`src/design/rtc_timer_cfg.svh`:
```
// Function
// [RULE_01] tick select 00: sub-timer ticks at 4kHz, count steps 100Hz, default limit 41
// [RULE_02] tick select 01: sub-timer ticks at 100Hz, count steps each second, default 100
// [RULE_03] tick select 10: sub-timer ticks each second, count steps each minute, default 60
// [RULE_04] tick select 11: sub-timer ticks each minute, count steps each hour, default 60
// [RULE_05] host enables clock counting before using second or minute tick settings
// [RULE_06] host never combines 100Hz/4kHz tick setting with the watchdog function
// [RULE_07] a zero sub-timer limit means the default limit of the selected tick rate
// [RULE_08] sub-timer limit and sub-timer counter never exceed 127
// [RULE_09] sub-timer increments at tick rate; reaching its limit steps the main count
// [RULE_10] function 00 is a plain countdown, decrementing on each sub-timer overflow
// [RULE_11] function 01 is a countdown that starts once the alarm flag is set
// [RULE_12] function 10 is a watchdog counting up with a periodic interrupt
// [RULE_13] function 11 counts up only after switching to battery backup
// [RULE_14] enable bit 1 starts the timer, 0 stops it; it is 0 after power-up; the code keeps it 0 if a countdown is enabled with a limit below 2
// [RULE_15] the timer interrupt reaches the second interrupt output only when enabled
// [RULE_16] pulse mode 1: expiries recur, each gives a 210ms low pulse
// [RULE_17] pulse mode 0: single event, output held low until flag cleared; resets 0
// [RULE_18] timer limit register is read/write, resets to 0, limits the main count
// [RULE_19] timer count register is read-only and shows the present main count
// [RULE_20] sub-timer limit register is write-only; reads return zero
// [RULE_21] the sub-timer counter is internal and cannot be read or written
// [RULE_22] on expiry the timer status flag sets and the interrupt output goes low
// [RULE_23] host loads the timer limit with at least 2
// [RULE_24] on each sub-timer overflow the sub-timer counter restarts at 1
// [RULE_25] disabling returns the main count to 0 and the sub-timer counter to 1
// [RULE_26] control bits 3 and 2 read as zero and ignore writes
`ifndef RTC_TIMER_CFG_SVH
`define RTC_TIMER_CFG_SVH

// ****************************************************************
// register offsets
// ****************************************************************
`define REG_TIMER_CONTROL   8'h09
`define REG_TIMER_LIMIT     8'h12
`define REG_TIMER_COUNT     8'h13
`define REG_SUBTIMER_LIMIT  8'h14

// ****************************************************************
// control fields and reset values
// ****************************************************************
`define CTRL_PULSE_BIT      7
`define CTRL_ENABLE_BIT     6
`define CTRL_FSEL_HI        5
`define CTRL_FSEL_LO        4
`define CTRL_TSEL_HI        1
`define CTRL_TSEL_LO        0
`define RESET_CONTROL       8'h00
`define RESET_LIMIT         8'h00
`define RESET_SUB_LIMIT     7'h00

// ****************************************************************
// counting constants
// ****************************************************************
`define SUB_DEFAULT_4K      7'h29
`define SUB_DEFAULT_100HZ   7'h64
`define SUB_DEFAULT_SEC     7'h3C
`define SUB_DEFAULT_MIN     7'h3C
`define SUB_LIMIT_MAX       8'h7F
`define SUB_RESTART         7'h01
`define COUNT_IDLE          8'h00
`define COUNT_UP_START      8'h01
`define LIMIT_MIN           8'h02

// ****************************************************************
// timing
// ****************************************************************
`define CLK_MHZ             125
`define TICK_4K_PERIOD_US   244
`define TICK_100_PERIOD_MS  10
`define IRQ_PULSE_MS        210
`define TICK_4K_CYCLES      (`TICK_4K_PERIOD_US * `CLK_MHZ)
`define TICK_100_CYCLES     (`TICK_100_PERIOD_MS * 1000 * `CLK_MHZ)
`define IRQ_PULSE_CYCLES    (`IRQ_PULSE_MS * 1000 * `CLK_MHZ)

`endif

```
`src/design/rtc_timer_pkg.sv`:
```
package rtc_timer_pkg;

    typedef enum logic [1:0] {
        FN_COUNTDOWN,
        FN_ALARM_START,
        FN_WATCHDOG,
        FN_BACKUP_COUNT
    } function_t;

    typedef enum logic [1:0] {
        RATE_4K,
        RATE_100HZ,
        RATE_SEC,
        RATE_MIN
    } tick_rate_t;

    typedef enum logic [1:0] {
        ST_IDLE,
        ST_ARMED,
        ST_RUN,
        ST_HOLD
    } timer_state_t;

endpackage : rtc_timer_pkg

```
`src/design/rate_divider.sv`:
```
`timescale 1ns/1ps
`default_nettype none

module rate_divider #(
    parameter int unsigned DIV = 2
) (
    input  wire logic clk_sys,
    input  wire logic rst,
    output var  logic tick
);

    logic [31:0] count;

    if (DIV < 1) begin : g_check
        $error("rate_divider: DIV must be at least 1");
    end

    always_ff @(posedge clk_sys or posedge rst) begin
        if (rst) begin
            count <= 32'h0000_0000;
            tick  <= 1'b0;
        end else if (count >= 32'(DIV - 1)) begin
            count <= 32'h0000_0000;
            tick  <= 1'b1;
        end else begin
            count <= count + 32'h0000_0001;
            tick  <= 1'b0;
        end
    end

endmodule : rate_divider

`default_nettype wire

```
`src/design/rtc_timer.sv`:
```
`timescale 1ns/1ps
`default_nettype none
`include "rtc_timer_cfg.svh"

module rtc_timer
    import rtc_timer_pkg::*;
#(
    parameter int unsigned TICK_4K_CYCLES   = `TICK_4K_CYCLES,
    parameter int unsigned TICK_100_CYCLES  = `TICK_100_CYCLES,
    parameter int unsigned IRQ_PULSE_CYCLES = `IRQ_PULSE_CYCLES
) (
    input  wire logic       clk_sys,
    input  wire logic       rst,
    input  wire logic [7:0] reg_addr,
    input  wire logic [7:0] reg_wdata,
    input  wire logic       reg_write,
    input  wire logic       reg_read,
    output var  logic [7:0] reg_rdata,
    input  wire logic       tick_1s,
    input  wire logic       tick_1min,
    input  wire logic       alarm_status_flag,
    input  wire logic       battery_mode,
    input  wire logic       second_interrupt_enable,
    input  wire logic       timer_status_clear,
    output var  logic       timer_status_flag,
    output var  logic       second_interrupt_out_n
);

    if (TICK_4K_CYCLES < 1 || TICK_100_CYCLES < 1 || IRQ_PULSE_CYCLES < 1) begin : g_check
        $error("rtc_timer: cycle counts must be at least 1");
    end

    // named copies so that single bits and slices can be taken
    localparam logic [7:0] RESET_CTRL_VALUE = `RESET_CONTROL;
    localparam logic [7:0] SUB_LIMIT_CAP    = `SUB_LIMIT_MAX;

    // ****************************************************************
    // helpers
    // ****************************************************************
    function automatic logic [6:0] eff_sub_limit(input logic [6:0] lim, input tick_rate_t sel);
        logic [6:0] dflt;
        case (sel)
            RATE_4K:    dflt = `SUB_DEFAULT_4K;
            RATE_100HZ: dflt = `SUB_DEFAULT_100HZ;
            RATE_SEC:   dflt = `SUB_DEFAULT_SEC;
            default:    dflt = `SUB_DEFAULT_MIN;
        endcase
        eff_sub_limit = (lim == 7'h00) ? dflt : lim; // RULE_07
    endfunction : eff_sub_limit

    function automatic logic counts_down(input function_t fn);
        counts_down = (fn == FN_COUNTDOWN) || (fn == FN_ALARM_START);
    endfunction : counts_down

    // ****************************************************************
    // registers and state
    // ****************************************************************
    logic         pulse_mode_bit;
    logic         timer_enable_bit;
    function_t    function_select;
    tick_rate_t   tick_rate_select;
    logic [7:0]   timer_limit;
    logic [7:0]   timer_count;
    logic [6:0]   subtimer_limit;
    logic [6:0]   subtimer_count;
    timer_state_t state;
    logic         irq_low;
    logic [31:0]  pulse_cnt;
    logic         tick_4k;
    logic         tick_100;
    logic         battery_meta;
    logic         battery_sync;
    logic         sub_tick;
    logic         sub_overflow;
    logic         step;
    logic         expire_now;
    logic         recurring;
    logic         start_cond;
    logic [7:0]   next_count;

    // ****************************************************************
    // tick sources
    // ****************************************************************
    rate_divider #(.DIV(TICK_4K_CYCLES)) u_div_4k (
        .clk_sys (clk_sys),
        .rst     (rst),
        .tick    (tick_4k)
    );

    rate_divider #(.DIV(TICK_100_CYCLES)) u_div_100 (
        .clk_sys (clk_sys),
        .rst     (rst),
        .tick    (tick_100)
    );

    // backup indication is an asynchronous pin
    always_ff @(posedge clk_sys or posedge rst) begin
        if (rst) begin
            battery_meta <= 1'b0;
            battery_sync <= 1'b0;
        end else begin
            battery_meta <= battery_mode;
            battery_sync <= battery_meta;
        end
    end

    always_comb begin
        case (tick_rate_select)
            RATE_4K:    sub_tick = tick_4k;   // RULE_01
            RATE_100HZ: sub_tick = tick_100;  // RULE_02
            RATE_SEC:   sub_tick = tick_1s;   // RULE_03
            default:    sub_tick = tick_1min; // RULE_04
        endcase
    end

    assign sub_overflow = subtimer_count >= eff_sub_limit(subtimer_limit, tick_rate_select); // RULE_09
    assign step         = (state == ST_RUN) && sub_tick && sub_overflow;
    assign recurring    = pulse_mode_bit || (function_select == FN_WATCHDOG); // RULE_12
    assign next_count   = counts_down(function_select) ? timer_count - 8'h01 : timer_count + 8'h01;
    assign expire_now   = step && (counts_down(function_select) ? (next_count == 8'h00)
                                                                : (next_count >= timer_limit));
    assign start_cond   = (function_select == FN_ALARM_START) ? alarm_status_flag   // RULE_11
                                                              : battery_sync;       // RULE_13

    // ****************************************************************
    // control register
    // ****************************************************************
    always_ff @(posedge clk_sys or posedge rst) begin
        if (rst) begin
            pulse_mode_bit   <= RESET_CTRL_VALUE[`CTRL_PULSE_BIT];  // RULE_17
            timer_enable_bit <= RESET_CTRL_VALUE[`CTRL_ENABLE_BIT]; // RULE_14
            function_select  <= FN_COUNTDOWN;
            tick_rate_select <= RATE_4K;
        end else if (reg_write && reg_addr == `REG_TIMER_CONTROL) begin
            function_select  <= function_t'(reg_wdata[`CTRL_FSEL_HI:`CTRL_FSEL_LO]);
            tick_rate_select <= tick_rate_t'(reg_wdata[`CTRL_TSEL_HI:`CTRL_TSEL_LO]);
            // pulse mode may be raised only while stopped
            if (!timer_enable_bit || !reg_wdata[`CTRL_PULSE_BIT]) begin
                pulse_mode_bit <= reg_wdata[`CTRL_PULSE_BIT];
            end
            // a countdown with a limit below two refuses to start
            if (reg_wdata[`CTRL_ENABLE_BIT] && !timer_enable_bit
                && counts_down(function_t'(reg_wdata[`CTRL_FSEL_HI:`CTRL_FSEL_LO]))
                && timer_limit < `LIMIT_MIN) begin
                timer_enable_bit <= 1'b0;
            end else begin
                timer_enable_bit <= reg_wdata[`CTRL_ENABLE_BIT]; // RULE_14
            end
        end
    end

    // ****************************************************************
    // limit registers
    // ****************************************************************
    always_ff @(posedge clk_sys or posedge rst) begin
        if (rst) begin
            timer_limit    <= `RESET_LIMIT;     // RULE_18
            subtimer_limit <= `RESET_SUB_LIMIT;
        end else if (reg_write) begin
            if (reg_addr == `REG_TIMER_LIMIT) begin
                timer_limit <= reg_wdata; // RULE_18
            end
            if (reg_addr == `REG_SUBTIMER_LIMIT) begin
                subtimer_limit <= (reg_wdata > SUB_LIMIT_CAP) ? SUB_LIMIT_CAP[6:0] : reg_wdata[6:0]; // RULE_08
            end
        end
    end

    // ****************************************************************
    // counting engine
    // ****************************************************************
    always_ff @(posedge clk_sys or posedge rst) begin
        if (rst) begin
            state          <= ST_IDLE;
            timer_count    <= `COUNT_IDLE;
            subtimer_count <= `SUB_RESTART;
            irq_low        <= 1'b0;
            pulse_cnt      <= 32'h0000_0000;
        end else if (!timer_enable_bit) begin
            state          <= ST_IDLE;
            timer_count    <= `COUNT_IDLE;  // RULE_25
            subtimer_count <= `SUB_RESTART; // RULE_25
            irq_low        <= 1'b0;
            pulse_cnt      <= 32'h0000_0000;
        end else if (timer_status_clear && timer_status_flag && !expire_now) begin
            // clearing the flag restarts the counting cycle
            state          <= ST_IDLE;
            subtimer_count <= `SUB_RESTART;
            irq_low        <= 1'b0;
            pulse_cnt      <= 32'h0000_0000;
        end else begin
            if (irq_low && recurring) begin
                if (pulse_cnt == 32'h0000_0000) begin
                    irq_low <= 1'b0;
                end else begin
                    pulse_cnt <= pulse_cnt - 32'h0000_0001; // RULE_16
                end
            end
            case (state)
                ST_IDLE: begin
                    timer_count    <= counts_down(function_select) ? timer_limit : `COUNT_UP_START;
                    subtimer_count <= `SUB_RESTART;
                    if (function_select == FN_ALARM_START || function_select == FN_BACKUP_COUNT) begin
                        state <= ST_ARMED;
                    end else begin
                        state <= ST_RUN;
                    end
                end
                ST_ARMED: begin
                    if (start_cond) begin
                        state <= ST_RUN; // RULE_11 RULE_13
                    end
                end
                ST_RUN: begin
                    if (sub_tick) begin
                        if (sub_overflow) begin
                            subtimer_count <= `SUB_RESTART; // RULE_24
                            if (expire_now) begin
                                irq_low <= 1'b1; // RULE_22
                                if (recurring) begin
                                    timer_count <= counts_down(function_select) ? timer_limit
                                                                                : `COUNT_UP_START;
                                    pulse_cnt   <= 32'(IRQ_PULSE_CYCLES - 1); // RULE_16
                                end else begin
                                    timer_count <= next_count;
                                    state       <= ST_HOLD; // RULE_17
                                end
                            end else begin
                                timer_count <= next_count; // RULE_09 RULE_10 RULE_12
                            end
                        end else begin
                            subtimer_count <= subtimer_count + 7'h01; // RULE_09
                        end
                    end
                end
                ST_HOLD: begin
                    irq_low <= 1'b1; // RULE_17
                end
                default: begin
                    state <= ST_IDLE;
                end
            endcase
        end
    end

    // ****************************************************************
    // status flag and interrupt pin
    // ****************************************************************
    always_ff @(posedge clk_sys or posedge rst) begin
        if (rst) begin
            timer_status_flag <= 1'b0;
        end else if (expire_now) begin
            timer_status_flag <= 1'b1; // RULE_22
        end else if (timer_status_clear) begin
            timer_status_flag <= 1'b0;
        end
    end

    always_ff @(posedge clk_sys or posedge rst) begin
        if (rst) begin
            second_interrupt_out_n <= 1'b1;
        end else begin
            second_interrupt_out_n <= !(irq_low && second_interrupt_enable); // RULE_15
        end
    end

    // ****************************************************************
    // register reads
    // ****************************************************************
    always_ff @(posedge clk_sys or posedge rst) begin
        if (rst) begin
            reg_rdata <= 8'h00;
        end else if (reg_read) begin
            case (reg_addr)
                `REG_TIMER_CONTROL:  reg_rdata <= {pulse_mode_bit, timer_enable_bit, function_select,
                                                   2'b00, tick_rate_select}; // RULE_26
                `REG_TIMER_LIMIT:    reg_rdata <= timer_limit;
                `REG_TIMER_COUNT:    reg_rdata <= timer_count; // RULE_19
                `REG_SUBTIMER_LIMIT: reg_rdata <= 8'h00;       // RULE_20 RULE_21
                default:             reg_rdata <= 8'h00;
            endcase
        end
    end

    // ****************************************************************
    // checks
    // ****************************************************************
    a_disable_reset: assert property (@(posedge clk_sys) disable iff (rst) // RULE_25
        !timer_enable_bit |=> (timer_count == 8'h00 && subtimer_count == 7'h01))
        else $error("counters not returned to idle values while disabled");

    a_sub_bound: assert property (@(posedge clk_sys) disable iff (rst) // RULE_08
        subtimer_count <= 7'h7F && subtimer_count <= eff_sub_limit(subtimer_limit, tick_rate_select)
        || state != ST_RUN)
        else $error("sub-timer counter exceeds its limit");

    a_sub_restart: assert property (@(posedge clk_sys) disable iff (rst) // RULE_24
        (step && timer_enable_bit && !timer_status_clear) |=> subtimer_count == 7'h01)
        else $error("sub-timer did not restart at one on overflow");

    a_countdown_step: assert property (@(posedge clk_sys) disable iff (rst) // RULE_10
        (step && !expire_now && timer_enable_bit && !timer_status_clear && counts_down(function_select))
        |=> timer_count == $past(timer_count) - 8'h01)
        else $error("countdown did not decrement by one");

    a_flag_expiry: assert property (@(posedge clk_sys) disable iff (rst) // RULE_22
        expire_now |=> timer_status_flag ##1 (timer_status_flag || $past(timer_status_clear)))
        else $error("status flag not set on expiry");

    a_irq_gated: assert property (@(posedge clk_sys) disable iff (rst) // RULE_15
        !second_interrupt_enable |=> second_interrupt_out_n)
        else $error("interrupt output low while its enable is off");

    a_hold_low: assert property (@(posedge clk_sys) disable iff (rst) // RULE_17
        (state == ST_HOLD && timer_enable_bit && second_interrupt_enable && !timer_status_clear)
        |=> !second_interrupt_out_n)
        else $error("single event interrupt released before flag clear");

    a_pulse_width: assert property (@(posedge clk_sys) disable iff (rst) // RULE_16
        (expire_now && recurring && timer_enable_bit) |=> (irq_low && pulse_cnt == 32'(IRQ_PULSE_CYCLES - 1)))
        else $error("pulse interval not started on recurring expiry");

    a_sub_readback: assert property (@(posedge clk_sys) disable iff (rst) // RULE_20
        (reg_read && reg_addr == `REG_SUBTIMER_LIMIT) |=> reg_rdata == 8'h00)
        else $error("sub-timer limit read returned nonzero");

    a_ctrl_reserved: assert property (@(posedge clk_sys) disable iff (rst) // RULE_26
        (reg_read && reg_addr == `REG_TIMER_CONTROL) |=> reg_rdata[3:2] == 2'b00)
        else $error("reserved control bits read nonzero");

    a_enable_refused: assert property (@(posedge clk_sys) disable iff (rst) // RULE_14
        (reg_write && reg_addr == `REG_TIMER_CONTROL && reg_wdata[`CTRL_ENABLE_BIT] && !timer_enable_bit
         && counts_down(function_t'(reg_wdata[`CTRL_FSEL_HI:`CTRL_FSEL_LO])) && timer_limit < `LIMIT_MIN)
        |=> !timer_enable_bit)
        else $error("countdown started with a limit below two");

    a_pulse_locked: assert property (@(posedge clk_sys) disable iff (rst) // RULE_16
        (timer_enable_bit && !pulse_mode_bit) |=> !pulse_mode_bit)
        else $error("pulse mode raised while the timer runs");

    a_count_readback: assert property (@(posedge clk_sys) disable iff (rst) // RULE_19
        (reg_read && reg_addr == `REG_TIMER_COUNT) |=> reg_rdata == $past(timer_count))
        else $error("count read does not show the main count");

endmodule : rtc_timer

`default_nettype wire

```
`config.mk`:
```
export PLATFORM = sky130hd
export DESIGN_NAME = rtc_timer
export DESIGN_NICKNAME = d
export VERILOG_FILES = /design/src/design/rtc_timer_pkg.sv /design/src/design/rate_divider.sv /design/src/design/rtc_timer.sv
export VERILOG_INCLUDE_DIRS = /design/src /design/src/design
export SDC_FILE = /design/constraint.sdc
export NUM_CORES = 1
export LEC_CHECK = 0
export ABC_AREA = 1
export BUFFER_PORTS_ARGS = -buffer_cell sky130_fd_sc_hd__buf_2
export CORE_UTILIZATION = 45
export CTS_BUF_LIST = sky130_fd_sc_hd__clkbuf_16
export DETAILED_ROUTE_END_ITERATION = 16
export PLACE_DENSITY_LB_ADDON = 0.15
export SYNTH_ARGS = -nofsm -noshare
export SYNTH_HDL_FRONTEND = slang
export SYNTH_SLANG_ARGS = --single-unit
```
`constraint.sdc`:
```
create_clock -name clk_sys -period 9.41 [get_ports clk_sys]
set_clock_uncertainty 0.2 [all_clocks]
set_input_delay 0.4705 -clock clk_sys [delete_from_list [all_inputs] [get_ports clk_sys]]
set_output_delay 0.4705 -clock clk_sys [all_outputs]
set_load 0.02 [all_outputs]
```
# After elaboration in Yosys (flattened, before gate mapping)
# Index checks and enable logic that the tools add are counted.
# Widths: inputs -> output; s select.
[op_classes] addsub=6 multipliers=0 div_mod_pow=0 n_lt_le_gt_ge=6 eq_ne=24 n_shift=0 n_mux=54 bitwise=0 n_reduce_logical=34
[op_table] op="$mux 32" n=11
[op_table] op="$add 32x1->32 const B" n=2
[op_table] op="$mux 8" n=8
[op_table] op="$mux 7" n=6
[op_table] op="$ge 32x15->1 const B" n=1
[op_table] op="$ge 32x21->1 const B" n=1
[op_table] op="$logic_not 32->1" n=1
[op_table] op="$sub 32x1->32 const B" n=1
[op_table] op="$pmux 7 s2" n=2
[op_table] op="$eq 8x5->1 const B" n=3
[op_table] op="$pmux 8 s3" n=1
[op_table] op="$mux 2" n=8
[op_table] op="$ne 4x3->1 const B" n=4
[op_table] op="$pmux 8 s2" n=1
[op_table] op="$mux 1" n=14
[op_table] op="$logic_and 1x1->1" n=11
[op_table] op="$eq 2x2->1 const B" n=5
[op_table] op="$add 8x1->8 const B" n=1
[op_table] op="$eq 2x1->1 const B" n=4
[op_table] op="$eq 8x4->1 const B" n=1
[op_table] op="$ge 8x8->1" n=1
[op_table] op="$gt 8x7->1 const B" n=1
[op_table] op="$logic_not 2->1" n=4
[op_table] op="$logic_not 8->1" n=1
[op_table] op="other kinds (20)" n=31
[word_totals] ff_bits=149 latchBits=0 ram_bits=0 rom_bits=0 inputBits=26 output_inout_bits=10 wordCells=144 memories=0

# Logic depth before layout (Yosys ltp)
[logic_depth] word_depth=12 ltp_mapped=22

# Modules after synthesis
# From an unflattened synthesis, not the netlist that was laid out.
[hier_totals] cells_unflattened=1085 hier_area_um2=8529.4
[by_module_without_submodules] module="rtc_timer" instances=1 cells_per_inst=768 area_per_inst_um2=5636.7 seq_area_each_um2=2079.5
[by_module_without_submodules] module="rate_divider at u_div_100" instances=1 cells_per_inst=161 area_per_inst_um2=1482.7 seq_area_each_um2=825.8
[by_module_without_submodules] module="rate_divider at u_div_4k" instances=1 cells_per_inst=156 area_per_inst_um2=1410.1 seq_area_each_um2=825.8

# Worst setup path before layout
# Ideal clock, no wire load.
[synth_path] path_kind="flip-flop to flip-flop" startpoint="reg function_select[1]" endpoint="reg pulse_cnt[28]" setup_ns=0.122 t_arrival_ns=3.236 t_required_ns=9.088 setup_slack_ns=5.851 path_stages_with_launch=23 n_path_buf=3 period_less_slack_ns=3.559 cell_sequence="dfrtp_1 > buf_4 > inv_1 > clkbuf_1 > ha_1 > nand2_1 > inv_1 > a21oi_1 > nand2_1 > nand2_1 > nand2_1 > ha_1 > nand2_1 > nor2_1 > a211oi_1 > nand4_1 > nand3_4 > nand2_8 > nand2_4 > clkinv_2 > nand2_4 > buf_6 > nor2_2"
[synth_via] elab_chain_cells=12 elab_cells_between_ends=21 cone_classes="order compare (1); eq/ne (2); mux (10); reduce/logical (8)"
[synth_rtl] item="start: declaration" line="rtc_timer.sv:60" rtl="function_t function_select;"
[synth_rtl] item="start signal: assignment" line="rtc_timer.sv:135" rtl="function_select <= function_t'(reg_wdata[`CTRL_FSEL_HI:`CTRL_FSEL_LO]);"
[synth_rtl] item="$eq 2x1->1 or $logic_not 2->1 (tied branches)" line="rtc_timer.sv:52" rtl="counts_down = (fn == FN_COUNTDOWN) || (fn == FN_ALARM_START);"
[synth_rtl] item="$logic_or 1x1->1" line="rtc_timer.sv:52"
[synth_rtl] item="$mux 8" line="rtc_timer.sv:119" rtl="assign next_count = counts_down(function_select) ? timer_count - 8'h01 : timer_count + 8'h01;"
[synth_rtl] item="$ge 8x8->1 or $logic_not 8->1 (tied branches)" line="rtc_timer.sv:121, rtc_timer.sv:120"
[synth_rtl] item="$mux 1" line="rtc_timer.sv:120" rtl="assign expire_now = step && (counts_down(function_select) ? (next_count == 8'h00)"
[synth_rtl] item="$logic_and 1x1->1" line="rtc_timer.sv:120"
[synth_rtl] item="$mux 32" line="rtc_timer.sv:218" rtl="if (expire_now) begin"
[synth_rtl] item="$mux 32" line="rtc_timer.sv:216" rtl="if (sub_overflow) begin"
[synth_rtl] item="$mux 32" line="rtc_timer.sv:215" rtl="if (sub_tick) begin"
[synth_rtl] item="$mux 32" line="rtc_timer.sv:199" rtl="case (state)"
[synth_rtl] item="$mux 32 *" line="rtc_timer.sv:185" rtl="end else if (timer_status_clear && timer_status_flag && !expire_now) begin"
[synth_rtl] item="$mux 32 *" line="rtc_timer.sv:179" rtl="end else if (!timer_enable_bit) begin"
[synth_rtl] item="end signal: assignment" line="rtc_timer.sv:196" rtl="pulse_cnt <= pulse_cnt - 32'h0000_0001;"
[synth_rtl] item="end signal: assignment" line="rtc_timer.sv:223" rtl="pulse_cnt <= 32'(IRQ_PULSE_CYCLES - 1);"
[synth_rtl] item="end: declaration" line="rtc_timer.sv:68" rtl="logic [31:0] pulse_cnt;"
# Mark *: on every way between the ends. The rest lies on a longest branch, timed or not.
# A chain may end at the register's enable or synchronous reset.

# Worst setup path after layout
[layout_path] startpoint="reg function_select[1]" endpoint="reg timer_count[4]"
[layout_via] elab_chain_cells=12 elab_cells_between_ends=22 cone_classes="order compare (1); eq/ne (3); mux (10); reduce/logical (8)"
[layout_rtl] item="$eq 2x1->1 or $logic_not 2->1 (tied branches)" line="rtc_timer.sv:52"
[layout_rtl] item="$logic_or 1x1->1" line="rtc_timer.sv:52"
[layout_rtl] item="$mux 8" line="rtc_timer.sv:119"
[layout_rtl] item="$ge 8x8->1 or $logic_not 8->1 (tied branches)" line="rtc_timer.sv:121, rtc_timer.sv:120"
[layout_rtl] item="$mux 1" line="rtc_timer.sv:120"
[layout_rtl] item="$logic_and 1x1->1" line="rtc_timer.sv:120"
[layout_rtl] item="$mux 8" line="rtc_timer.sv:218"
[layout_rtl] item="$mux 8" line="rtc_timer.sv:216"
[layout_rtl] item="$mux 8" line="rtc_timer.sv:215"
[layout_rtl] item="$pmux 8 s2" line="rtc_timer.sv:199"
[layout_rtl] item="$mux 8" line="rtc_timer.sv:185"
[layout_rtl] item="$mux 8" line="rtc_timer.sv:179"
[layout_rtl] item="end signal: assignment" line="rtc_timer.sv:181" rtl="timer_count <= `COUNT_IDLE;"
[layout_rtl] item="end signal: assignment" line="rtc_timer.sv:201" rtl="timer_count <= counts_down(function_select) ? timer_limit : `COUNT_UP_START;"
[layout_rtl] item="end signal: assignment" line="rtc_timer.sv:221" rtl="timer_count <= counts_down(function_select) ? timer_limit"
[layout_rtl] item="end: declaration" line="rtc_timer.sv:63" rtl="logic [7:0] timer_count;"
# Parallel ways exist; a longest one is shown, timed or not. The select of a mux whose other input is x is not followed.

==> reports/qor.txt <==
Outcome -> complete, but fails checks
Failing checks -> hold timing
Share of flip-flops with an asynchronous set or reset -> 1.00
Final setup violation count -> 0
Synth top area share -> 0.447
Worst hold-check path type -> in -> async
WP buf/inv -> 2
Initial antenna violation count -> 0
CP Data Required Time -> 9.53 ns
Critical Path AT -> 4.68 ns
Root buffer cell -> clkbuf_16
CTS H-tree depth -> 4
Post-Route WL -> 17900 µm
R2r worst-path depth -> 18
PD cells -> 237 nW/µm²
Post-route ant nets -> 0
Max-Cap Viols -> 0
FP Rows -> 49
Most common cell in the synthesized netlist -> nand2_1
Vias in the first global route -> 6621
Final min period -> 4.57 ns
Seq cells post-synth -> 149
I/O pins -> 36
First-pass GRT wire length -> 31300 µm
Nets -> 1152
Synth warn -> 0
Remaining global-route overflow -> 0
Post-Syn Instances -> 1031
Number of synthesized flops with an enable pin -> 0
Largest net degree at the start of global routing -> 89
HPWL after DPL -> 13100 µm
Rel. slew slack -> 0.280
Pleak -> 4.42 nW
Final Hold Viols -> 14
Main area contributors after synthesis -> dfrtp_1 45%, nand2_1 9.7%, nor2_1 5.9%
Primary FF master, synth -> dfrtp_1
Initial drt markers -> 394
Crit-path leading delay family -> simple AND/OR/NAND/NOR gates
Routed WL per cell -> 13.4 µm
Die Wd -> 137 µm
Peak supply drop -> 0.000176 V
Via density -> 5.10
Total CTS buffers -> 17
CP startpoint -> function_select[1]
Critical Path, Cell by Cell -> inv_1, ha_1, nand2_1, inv_1, a21oi_1, nand2_1, nand2_1, nand2_1, ha_1, nand2_1, nor2_1, nand4_1, nand4_1, nand4_1, nand2_1, nand2_1, nand3_1, nand2_1
Sequential element share of the synthesized area -> 0.454
DP Cell Count -> 1301
TritonCTS clock tree -> built
Clock slew at reported path FFs -> 0.06 ns
Residual DRC -> 0
Die area -> 18800 µm²
Die H -> 137 µm
Syn-to-layout area delta -> 12.6%
Gp weighted congestion -> 0.915
Core area -> 17900 µm²
Avg Synthesized Cell Area -> 7.97 µm²
Most used cell, CP -> nand2_1
Setup tns final -> 0 ns
Area of the mapped netlist -> 8220 µm²
Startpoint Class -> flop
RSZ-0062 raised after global routing -> false
Initial core utilization -> 0.459
Worst-skew pair later-pin latency -> 0.43 ns
Vias -> 6806
Final Non-Filler Cells -> 1335
Area leader, netlist -> dfrtp_1
Pre-Repair DR Iteration Count -> 5
Total global-route track usage -> 0.213
Worst hold slack -> -0.00699 ns
Peak Freq -> 0.219 GHz
Tcrit/Tclk final -> 0.485
Crit path largest cell delay -> 0.75 ns
Final Max Tran Viols -> 0
Post-CTS setup buffer count -> 0
Layout cells sized above 1 -> 0.0850
N_diodes -> 0
FF-to-FF Start -> function_select[1]
Reg2reg end -> timer_count[4]
Total Power -> 2.19 mW
Crit path kind -> reg -> reg
Worst R2R Setup Slack -> 4.84 ns
Deepest clock path buffer count -> 2
CP Capture Type -> flop
Worst-Margin Slew -> 1.08 ns
CP max FO -> 20
Max stage delay cell, worst path -> nand4_1
Synth cell types -> 53
Synth top cells by count -> 213 x nand2_1, 147 x dfrtp_1, 130 x nor2_1, 117 x inv_1, 89 x o21ai_0
Clock sink count -> 149
Buffers on Ports -> 35
-- stage by stage --
stage	setup slack [ns]	utilization	area (µm²)
final	4.84	0.517	9250
after global routing	4.42	0.517	9250
after CTS	4.91	0.517	9250
after detailed placement	4.92	0.485	8690
after global placement	4.99	0.485	8690
after floorplan	4.73	-	8320
-- cell type report --
cell class | count | area (µm²)
flip-flops and latches | 149 | 3730
repair buffers | 38 | 203
clock inverters | 15 | 123
well taps | 229 | 287
clock buffers | 17 | 425
inverters | 119 | 453
fillers | 1713 | 8650
multi-input cells | 768 | 4030
-- power breakdown --
part           switching [mW]  internal (mW)
registers               0.117          0.745
clock network           0.294          0.343
logic                   0.445          0.245
-- flip-flops by register name, summed over array words and instances (netlist names), 7 cells and up --
| signal | flops |
|---|---|
| u_div_100.count | 32 |
| timer_count | 8 |
| reg_rdata | 8 |
| timer_limit | 8 |
| subtimer_limit | 7 |
| subtimer_count | 7 |
| u_div_4k.count | 32 |
| pulse_cnt | 32 |
-- cells in the final DEF (no fill, tap or decap), drive strengths merged, types with 3 or more instances in the layout --
cell type,instances
xnor2,9
nand4,26
a31oi,3
conb,28
clkinv,7
buf,36
a21oi,46
nand3,59
clkinvlp,4
clkbuf,17
nor3b,9
inv,123
xor2,34
nor2,141
nand3b,3
dfrtp,147
nor4,20
ha,32
nand2,218
nor3,27
o21ai,89
-- cell families after synthesis --
| logic type | after synthesis | synth area share |
|---|---|---|
| flops | 149 | 0.454 |
| fa+ha+maj | 33 | 0.0511 |
| other cells | 1 | 0.000456 |
| simple gates | 506 | 0.276 |
| xor+xnor | 43 | 0.0458 |
| compound gates | 158 | 0.104 |
| buf+inv | 141 | 0.0685 |
-- layer usage --
layer | part of all wire | GRT usage
met1 | 0.49 | 0.293
met2 | 0.45 | 0.331
met3 | 0.038 | 0.0493
met4 | 0.020 | 0.0708
met5 | 0 | 0
-- worst max path at each step --
| stage | cells past startpoint | end | slack, ns |
|---|---|---|---|
| after global routing | 19 | timer_count[1] | 4.42 |
| after detailed placement | 18 | timer_count[7] | 4.92 |
| after floorplan | 1 | battery_meta | 4.73 |
| final | 18 | timer_count[4] | 4.84 |
| after CTS | 18 | timer_count[7] | 4.91 |
| after global placement | 18 | timer_count[3] | 4.99 |
-- repair_timing --
action,CTS,global route
endpoints found under the hold margin,2,0
gates resized for setup,0,0
hold buffers,2,0
endpoints found under the setup margin,0,0
(Power assumes the default switching activity.)
